$ cat config.mk
export PLATFORM = sky130hd
export DESIGN_NAME = acmp_ctrl
export DESIGN_NICKNAME = d
export VERILOG_FILES = /design/src/acmp_pkg.sv /design/src/acmp_evt_if.sv /design/src/acmp_edge.sv /design/src/acmp_ctrl.sv
export SDC_FILE = /design/constraint.sdc
export NUM_CORES = 1
export LEC_CHECK = 0
export BUFFER_PORTS_ARGS = -buffer_cell sky130_fd_sc_hd__buf_2
export CORE_MARGIN = 10
export CORE_UTILIZATION = 43
export CTS_CLUSTER_DIAMETER = 200
export DETAILED_ROUTE_END_ITERATION = 6
export PLACE_DENSITY = 0.74
export REMOVE_ABC_BUFFERS = 1
export SYNTH_ARGS = -nofsm -noshare
export SYNTH_HDL_FRONTEND = slang
export SYNTH_SLANG_ARGS = --single-unit
export TNS_END_PERCENT = 10
$ cat constraint.sdc
create_clock -name clk_sys -period 1.2 [get_ports clk_sys]
set_input_delay 0.36 -clock clk_sys [delete_from_list [all_inputs] [get_ports clk_sys]]
set_output_delay 0.36 -clock clk_sys [all_outputs]
set_load 0.01 [all_outputs]
$ cat src/acmp_pkg.sv
// Constants shared by the comparator control block and its event detector.
// Assumes an 8-bit core data bus on the 100 MHz system clock.
package acmp_pkg;

    // ****************************************************************
    // Register addresses
    // ****************************************************************
    localparam logic [7:0] ACMP_CSR_ADDR    = 8'h50;
    localparam logic [7:0] ACMP_IO_OFFSET   = 8'h20;
    localparam logic [7:0] ACMP_CSR_IO_ADDR = 8'h30;
    localparam logic [7:0] ACMP_IO_LAST     = 8'h3F;
    localparam logic [7:0] ACMP_DIS_ADDR    = 8'h7F;

    // ****************************************************************
    // Field positions
    // ****************************************************************
    localparam int ACMP_B_PWROFF  = 7;
    localparam int ACMP_B_REFSEL  = 6;
    localparam int ACMP_B_RESULT  = 5;
    localparam int ACMP_B_FLAG    = 4;
    localparam int ACMP_B_IRQEN   = 3;
    localparam int ACMP_B_CAPTURE = 2;
    localparam int ACMP_B_EDGE_HI = 1;
    localparam int ACMP_B_EDGE_LO = 0;
    localparam int ACMP_B_POS_OFF = 0;
    localparam int ACMP_B_NEG_OFF = 1;

    // ****************************************************************
    // Reset values and encodings
    // ****************************************************************
    localparam logic [7:0] ACMP_CSR_RESET = 8'h00;
    localparam logic [7:0] ACMP_DIS_RESET = 8'h00;
    localparam logic [7:0] ACMP_UNMAPPED  = 8'h00;
    localparam logic [1:0] ACMP_EDGE_TOGGLE = 2'h0;
    localparam logic [1:0] ACMP_EDGE_RSVD   = 2'h1;
    localparam logic [1:0] ACMP_EDGE_FALL   = 2'h2;
    localparam logic [1:0] ACMP_EDGE_RISE   = 2'h3;

    // ****************************************************************
    // Timing
    // ****************************************************************
    localparam int ACMP_SYNC_STAGES = 2;

endpackage : acmp_pkg

$ cat src/acmp_evt_if.sv
// Carrier between the control block and its event detector.
// Assumes both ends sit on the same system clock.
`timescale 1ns/1ps
`default_nettype none

interface acmp_evt_if;
    logic       result;    // Synchronised comparator result
    logic       evt;       // One-cycle selected event
    logic [1:0] edge_sel;  // Event type selection

    modport det (output result, output evt, input edge_sel);
    modport ctl (input result, input evt, output edge_sel);
endinterface : acmp_evt_if

`default_nettype wire

$ cat src/acmp_edge.sv
// Synchroniser and edge detector for the raw comparator output.
// Assumes the raw output is asynchronous to clk_sys.
`timescale 1ns/1ps
`default_nettype none

module acmp_edge
    import acmp_pkg::*;
(
    // Clock and reset
    input  wire logic clk_sys,
    input  wire logic nrst,
    // Raw comparator output
    input  wire logic cmp_raw,
    // Event carrier
    acmp_evt_if.det   ev
);

    // ****************************************************************
    // Synchroniser and previous value
    // ****************************************************************
    logic s1_ff, s2_ff, prev_ff;
    logic nxt_s1, nxt_s2, nxt_prev;

    // Next values of the sampling chain
    always_comb begin
        nxt_s1   = cmp_raw;
        nxt_s2   = s1_ff;
        nxt_prev = s2_ff;
    end

    always_ff @(posedge clk_sys or negedge nrst) begin
        if (!nrst) begin
            s1_ff   <= 1'b0;
            s2_ff   <= 1'b0;
            prev_ff <= 1'b0;
        end else begin
            s1_ff   <= nxt_s1;
            s2_ff   <= nxt_s2;
            prev_ff <= nxt_prev;
        end
    end

    assign ev.result = s2_ff;

    always_comb begin
        unique case (ev.edge_sel)
            ACMP_EDGE_TOGGLE: ev.evt = s2_ff ^ prev_ff;
            ACMP_EDGE_RSVD:   ev.evt = 1'b0;       // Reserved, no event
            ACMP_EDGE_FALL:   ev.evt = prev_ff & ~s2_ff;
            ACMP_EDGE_RISE:   ev.evt = s2_ff & ~prev_ff;
        endcase
    end

    // ****************************************************************
    // Assertions
    // ****************************************************************
    // Refuse a synchroniser depth the chain does not build
    if (ACMP_SYNC_STAGES != 2) begin : g_stage_check
        $error("Only a two-stage synchroniser is built");
    end

    a_sync_latency: assert property (
        @(posedge clk_sys) disable iff (!nrst)
        ##2 ev.result == $past(cmp_raw, 2))
        else $error("Result not raw input two cycles late");

    a_rise_event: assert property (
        @(posedge clk_sys) disable iff (!nrst)
        (ev.edge_sel == ACMP_EDGE_RISE && $rose(ev.result)) |-> ev.evt)
        else $error("Rising edge missed");

    a_reserved_quiet: assert property (
        @(posedge clk_sys) disable iff (!nrst)
        ev.edge_sel == ACMP_EDGE_RSVD |-> !ev.evt)
        else $error("Event under reserved code");

    a_toggle_event: assert property (
        @(posedge clk_sys) disable iff (!nrst)
        ##1 (ev.edge_sel == ACMP_EDGE_TOGGLE) |->
            ev.evt == (ev.result != $past(ev.result)))
        else $error("Toggle event wrong");

    c_fall_event: cover property (
        @(posedge clk_sys) disable iff (!nrst)
        ev.edge_sel == ACMP_EDGE_FALL && ev.evt);

endmodule : acmp_edge

`default_nettype wire

$ cat src/acmp_ctrl.sv
// Top of the analog comparator control: registers, input steering,
// event flag, interrupt request, capture route and pin input disable.
// Assumes a core data-space byte port and same-clock converter controls.
`timescale 1ns/1ps
`default_nettype none

module acmp_ctrl
    import acmp_pkg::*;
(
    // Clock and reset
    input  wire logic       clk_sys,
    input  wire logic       nrst,
    // Register port
    input  wire logic [7:0] bus_addr,
    input  wire logic       bus_io,
    input  wire logic       bus_we,
    input  wire logic       bus_re,
    input  wire logic [7:0] bus_wdata,
    output var  logic [7:0] bus_rdata_ff,
    // Converter and processor state
    input  wire logic       mux_borrow_enable,
    input  wire logic       converter_enable,
    input  wire logic [2:0] channel_select,
    input  wire logic       global_irq_enable,
    input  wire logic       irq_ack,
    // Analog side
    input  wire logic       cmp_raw,
    output var  logic       neg_use_channel_ff,
    output var  logic [2:0] neg_channel_ff,
    output var  logic       pos_use_ref_ff,
    output var  logic       comparator_power_off_ff,
    // Interrupt and timer capture
    output var  logic       irq_req_ff,
    output var  logic       capture_in_ff,
    // Digital pin buffers
    input  wire logic       positive_input_pin,
    input  wire logic       negative_input_pin,
    output var  logic [1:0] pin_input_off_ff,
    output var  logic [1:0] pin_readback_ff
);

    acmp_evt_if ev ();

    acmp_edge u_edge (
        .clk_sys (clk_sys),
        .nrst    (nrst),
        .cmp_raw (cmp_raw),
        .ev      (ev)
    );

    // ****************************************************************
    // Address decode
    // ****************************************************************
    logic [7:0] data_addr;
    logic       hit_csr, hit_dis;

    // I/O addresses sit below the data addresses
    always_comb begin
        data_addr = bus_io ? 8'(bus_addr + ACMP_IO_OFFSET) : bus_addr;
        hit_csr   = bus_io ? (bus_addr == ACMP_CSR_IO_ADDR)
                           : (bus_addr == ACMP_CSR_ADDR);
        hit_dis   = !bus_io && (data_addr == ACMP_DIS_ADDR);
        if (bus_io && bus_addr > ACMP_IO_LAST)
            hit_csr = 1'b0;
    end

    // ****************************************************************
    // Register state
    // ****************************************************************
    logic       pwr_off_ff, ref_sel_ff, flag_ff, irq_en_ff, capture_ff;
    logic [1:0] edge_ff, dis_ff;
    logic       nxt_pwr_off, nxt_ref_sel, nxt_flag, nxt_irq_en, nxt_capture;
    logic [1:0] nxt_edge, nxt_dis;
    logic [7:0] csr_view, nxt_rdata;
    logic       csr_wr;

    assign ev.edge_sel = edge_ff;

    // Next register values and read data
    always_comb begin
        csr_wr      = bus_we && hit_csr;
        nxt_pwr_off = pwr_off_ff;
        nxt_ref_sel = ref_sel_ff;
        nxt_irq_en  = irq_en_ff;
        nxt_capture = capture_ff;
        nxt_edge    = edge_ff;
        nxt_dis     = dis_ff;
        nxt_flag    = flag_ff;
        if (csr_wr) begin
            nxt_pwr_off = bus_wdata[ACMP_B_PWROFF];
            nxt_ref_sel = bus_wdata[ACMP_B_REFSEL];
            nxt_irq_en  = bus_wdata[ACMP_B_IRQEN];
            nxt_capture = bus_wdata[ACMP_B_CAPTURE];
            nxt_edge    = bus_wdata[ACMP_B_EDGE_HI:ACMP_B_EDGE_LO];
        end
        if (bus_we && hit_dis)
            nxt_dis = bus_wdata[ACMP_B_NEG_OFF:ACMP_B_POS_OFF];
        if (csr_wr && bus_wdata[ACMP_B_FLAG])
            nxt_flag = 1'b0;
        if (irq_ack)
            nxt_flag = 1'b0;
        // Selected event sets, winning over clears
        if (ev.evt)
            nxt_flag = 1'b1;
        csr_view = {pwr_off_ff, ref_sel_ff, ev.result, flag_ff,
                    irq_en_ff, capture_ff, edge_ff};
        nxt_rdata = bus_rdata_ff;
        if (bus_re) begin
            if (hit_csr)
                nxt_rdata = csr_view;
            else if (hit_dis)
                nxt_rdata = {6'h00, dis_ff};
            else
                nxt_rdata = ACMP_UNMAPPED;
        end
    end

    // Register storage
    always_ff @(posedge clk_sys or negedge nrst) begin
        if (!nrst) begin
            pwr_off_ff   <= ACMP_CSR_RESET[ACMP_B_PWROFF];
            ref_sel_ff   <= ACMP_CSR_RESET[ACMP_B_REFSEL];
            flag_ff      <= ACMP_CSR_RESET[ACMP_B_FLAG];
            irq_en_ff    <= ACMP_CSR_RESET[ACMP_B_IRQEN];
            capture_ff   <= ACMP_CSR_RESET[ACMP_B_CAPTURE];
            edge_ff      <= ACMP_CSR_RESET[ACMP_B_EDGE_HI:ACMP_B_EDGE_LO];
            dis_ff       <= ACMP_DIS_RESET[ACMP_B_NEG_OFF:ACMP_B_POS_OFF];
            bus_rdata_ff <= 8'h00;
        end else begin
            pwr_off_ff   <= nxt_pwr_off;
            ref_sel_ff   <= nxt_ref_sel;
            flag_ff      <= nxt_flag;
            irq_en_ff    <= nxt_irq_en;
            capture_ff   <= nxt_capture;
            edge_ff      <= nxt_edge;
            dis_ff       <= nxt_dis;
            bus_rdata_ff <= nxt_rdata;
        end
    end

    // ****************************************************************
    // Steering, interrupt, capture and pins
    // ****************************************************************
    logic [1:0] pin_s1_ff, pin_s2_ff, nxt_pin_s1, nxt_pin_s2;
    logic       nxt_neg_use, nxt_pos_ref, nxt_irq, nxt_cap_in;
    logic [2:0] nxt_neg_ch;
    logic [1:0] nxt_readback;

    // Next values of the registered outputs
    always_comb begin
        nxt_neg_use  = mux_borrow_enable && !converter_enable;
        nxt_neg_ch   = nxt_neg_use ? channel_select : 3'h0;
        nxt_pos_ref  = ref_sel_ff;
        nxt_irq      = flag_ff && irq_en_ff && global_irq_enable;
        // Result reaches capture only when routed
        nxt_cap_in   = capture_ff && ev.result;
        nxt_pin_s1   = {negative_input_pin, positive_input_pin};
        nxt_pin_s2   = pin_s1_ff;
        // Disabled pins read back as zero
        nxt_readback = pin_s2_ff & ~dis_ff;
    end

    // Output registers
    always_ff @(posedge clk_sys or negedge nrst) begin
        if (!nrst) begin
            neg_use_channel_ff      <= 1'b0;
            neg_channel_ff          <= 3'h0;
            pos_use_ref_ff          <= 1'b0;
            comparator_power_off_ff <= 1'b0;
            irq_req_ff              <= 1'b0;
            capture_in_ff           <= 1'b0;
            pin_input_off_ff        <= 2'h0;
            pin_readback_ff         <= 2'h0;
            pin_s1_ff               <= 2'h0;
            pin_s2_ff               <= 2'h0;
        end else begin
            neg_use_channel_ff      <= nxt_neg_use;
            neg_channel_ff          <= nxt_neg_ch;
            pos_use_ref_ff          <= nxt_pos_ref;
            comparator_power_off_ff <= pwr_off_ff;
            irq_req_ff              <= nxt_irq;
            capture_in_ff           <= nxt_cap_in;
            pin_input_off_ff        <= dis_ff;
            pin_readback_ff         <= nxt_readback;
            pin_s1_ff               <= nxt_pin_s1;
            pin_s2_ff               <= nxt_pin_s2;
        end
    end

    // ****************************************************************
    // Assertions
    // ****************************************************************
    a_flag_sets: assert property (
        @(posedge clk_sys) disable iff (!nrst)
        ev.evt |=> flag_ff)
        else $error("Event did not set flag");

    a_flag_w1c: assert property (
        @(posedge clk_sys) disable iff (!nrst)
        (csr_wr && bus_wdata[ACMP_B_FLAG] && !ev.evt) |=> !flag_ff)
        else $error("Write one did not clear flag");

    a_flag_keeps: assert property (
        @(posedge clk_sys) disable iff (!nrst)
        (flag_ff && !irq_ack && !(csr_wr && bus_wdata[ACMP_B_FLAG]))
        |=> flag_ff)
        else $error("Flag lost without clear");

    a_flag_ack: assert property (
        @(posedge clk_sys) disable iff (!nrst)
        (irq_ack && !ev.evt) |=> !flag_ff)
        else $error("Vector entry did not clear flag");

    a_irq_gate: assert property (
        @(posedge clk_sys) disable iff (!nrst)
        ev.evt && irq_en_ff && global_irq_enable && !irq_ack ##1
        (irq_en_ff && global_irq_enable) |=> irq_req_ff)
        else $error("Interrupt not raised after event");

    a_irq_cause: assert property (
        @(posedge clk_sys) disable iff (!nrst)
        irq_req_ff |-> $past(flag_ff && irq_en_ff && global_irq_enable))
        else $error("Interrupt without cause");

    a_neg_steer: assert property (
        @(posedge clk_sys) disable iff (!nrst)
        (!mux_borrow_enable || converter_enable) |=> !neg_use_channel_ff)
        else $error("Channel used while not borrowed");

    a_neg_channel: assert property (
        @(posedge clk_sys) disable iff (!nrst)
        (mux_borrow_enable && !converter_enable) |=>
            neg_use_channel_ff && neg_channel_ff == $past(channel_select))
        else $error("Borrowed channel not applied");

    a_capture_off: assert property (
        @(posedge clk_sys) disable iff (!nrst)
        !capture_ff |=> !capture_in_ff)
        else $error("Capture fed while route off");

    a_pin_off: assert property (
        @(posedge clk_sys) disable iff (!nrst)
        dis_ff[ACMP_B_POS_OFF] |=> !pin_readback_ff[ACMP_B_POS_OFF])
        else $error("Disabled pin read back nonzero");

    c_irq_raised: cover property (
        @(posedge clk_sys) disable iff (!nrst) $rose(irq_req_ff));
    c_borrowed: cover property (
        @(posedge clk_sys) disable iff (!nrst) neg_use_channel_ff);
    c_capture: cover property (
        @(posedge clk_sys) disable iff (!nrst) $rose(capture_in_ff));

endmodule : acmp_ctrl

`default_nettype wire

==> results.ini <==
[critical_path]
required_ns = 1.41
critical_path_class = flip-flop to flip-flop
path_max_fanout = 3
cp_slowest_cell = dfrtp_1
worstPathCellList = inv_2 > ha_2 > mux2_4 > a21oi_2 > o311ai_2
arrival_ns = 1.44
reg2regPathDepth = 5
crit_path_start_kind = flip-flop
reg2reg_slack_ns = -0.03
end_kind = flip-flop
critPathMaxStageDelay_ns = 0.40

[global_route]
grt_use_total = 0.109
grt-ovfl-total = 0
antenna_found_initial = 0
grt_pass1_vias = 1098
grt_max_degree = 24
grt_pass1_wl_um = 5280

[place]
routabilityCongestion = 0.768
post-dp-hpwl_um = 2400
port_buffers = 49
place_ws_ns = -0.439

[yosys]
yosys_warnings = 0
yosys.area.top_type = dfrtp_1
yosysMostFrequentCell = dfrtp_1
synth_edf_count = 0
avgSynthCellArea_um2 = 14.0
synth_ff_type = dfrtp_1
yosys.cell_types.count = 27
post_synth_instance_area_mm2 = 0.00139
syn_inst = 99
ys_ff_latch = 36
synth_seq_area_share = 0.650
synth-async-reset-ratio = 1.00
yosysTopAreaCellShare = 0.650
ys_top_cells_by_count = 36 x dfrtp_1, 17 x inv_1, 6 x mux2_4, 6 x o22ai_1, 5 x and2_1
synth.area.top_cells = dfrtp_1 65%, mux2_4 6.5%, inv_1 4.6%

[clocking]
h-tree-depth = 2
numCtsBuffers = 5
cts_tree = built
clock_path_buffers = 2
clock_latency_ns = 0.32
cts-root-buf = clkbuf_4
clk_pin_slew_ns = 0.10
clock-sinks = 36

[sta]
slew_headroom = 0.774
setup_viol = 15
hold_viol = 0
finalCritPeriodShare = 1.03
worst_slack_ns = -0.0305
fin_crit_ns = 1.23
max_freq_mhz = 813
fin_hold_ws_ns = 0.135
tightest_slew_ns = 0.339
maxSlewViolCount = 0
clock-skew-final_ns = 0.00681
grt_setup_unrepaired = true

[die]
ios = 51
core-area_mm2 = 0.00308
die_h_um = 76.8
placementRows = 20
die-area_mm2 = 0.00590
die_w_um = 76.8
initial_core_util = 0.450

[finish]
regArea_um2 = 901
multi_input_area_um2 = 457
num-fill-cells = 247
drive_above_1_share = 0.550
num_antenna_cells = 0
nets = 201
synthToLayoutAreaGrowth_pct = 42.9

[drt]
detail_route.wl_per_cell_um = 14.8
vias = 996
dr.pass1.iters = 4
drc = 0
drt_iter0_markers = 41
drt_wl_total_um = 3140
final_antenna_net_count = 0
avgViaCountPerCell = 4.68

[outcome]
status = finished with violations
violations = setup timing

[pwr]
power.total_w = 0.00215
powerDensity_mw_per_mm2 = 1090
p_leak_nw = 1.00
irDropWorstVdd_mv = 0.829

[run]
drv_cap = 0

[hold_path]
worstHoldPathType = input pin to flip-flop
hold_depth = 1

## layout by cell type (no fill, tap or decap), types with 2 or more instances in the layout
cell / instances
ha_2: 2
mux2_4: 7
buf_6: 10
clkbuf_1: 2
o221ai_2: 2
clkbuf_4: 5
buf_2: 40
nor2b_1: 3
dfrtp_1: 36
mux2_2: 2
o22ai_1: 3
buf_4: 11
buf_12: 2
o22ai_2: 3
nand4_1: 2
and2_1: 5
inv_1: 16
## final timing paths
check	from	end
max	u_edge.ev.result	flag_ff
min	cmp_raw	u_edge.nxt_s2
max reg2reg	u_edge.ev.result	flag_ff
min reg2reg	u_edge.nxt_s2	u_edge.ev.result
max in group asynchronous	nrst	pin_input_off_ff[0]
min in group asynchronous	nrst	neg_channel_ff[1]
## kinds of logic after synthesis
kind of cell | after synthesis | synth area share
simple gates | 21 | 0.112
flops | 36 | 0.650
fa+ha+maj | 2 | 0.0180
buf+inv | 19 | 0.0569
compound gates | 12 | 0.0740
mux | 9 | 0.0894
## registers in the layout (all words and copies together) (netlist names), 2 cells and up
| register | count |
|---|---|
| bus_rdata_ff | 8 |
| neg_channel_ff | 3 |
| dis_ff | 2 |
| edge_ff | 2 |
| nxt_pin_s2 | 2 |
| pin_input_off_ff | 2 |
| pin_readback_ff | 2 |
| pin_s2_ff | 2 |
## report_power, final
| part | switching (W) | internal, W | leakage [nW] |
|---|---|---|---|
| registers | 0.0000220 | 0.00125 | 0.474 |
| logic | 0.000106 | 0.000126 | 0.495 |
| clock network | 0.000355 | 0.000289 | 0.0326 |
## metal layers
metal / global-route usage / vias to the layer above / share of wire / wire length (um)
met1: 0.125 / 475 / 0.39 / 1240
met3: 0.0641 / 4 / 0.093 / 291
met2: 0.174 / 41 / 0.51 / 1590
li1: - / 476 / - / -
met4: 0.0167 / 0 / 0.0051 / 16
met5: 0 / - / 0 / 0
## critical path: cells and delay by family, from the launching register on
family,cells,cell delay [ns]
buffers and inverters,1,0.05
multiplexers,1,0.27
adder cells (fa/ha/maj),1,0.17
flip-flops,1,0.40
AO/OA/AOI/OAI,2,0.23
## layout make-up
class / instances / share of cell area
Clock buffer: 8 / 0.0297
Inverter: 17 / 0.0322
Multi-Input combinational cell: 44 / 0.231
Sequential cell: 36 / 0.455
Tap cell: 44 / 0.0278
Timing Repair Buffer: 64 / 0.225
## stage by stage
stage               std cells  cell area [um^2]   util  TNS [ns]
floorplan                  97              1370      -     -2.30
global placement          200              1770  0.576     -4.68
global route              213              1980  0.643     -1.39
finish                    213              1980  0.643    -0.223
detailed placement        200              1770  0.576     -5.27
CTS                       212              1900  0.617    -0.430
## repair_timing
item / 4_1_cts / 5_1_grt
pin swaps: 5 / 4
hold buffers: 1 / 0
endpoints found under the setup margin: 21 / 34
setup buffers: 3 / 1
gates resized for setup: 9 / 13
endpoints found under the hold margin: 13 / 0
Power figures use the tool's default switching activity.
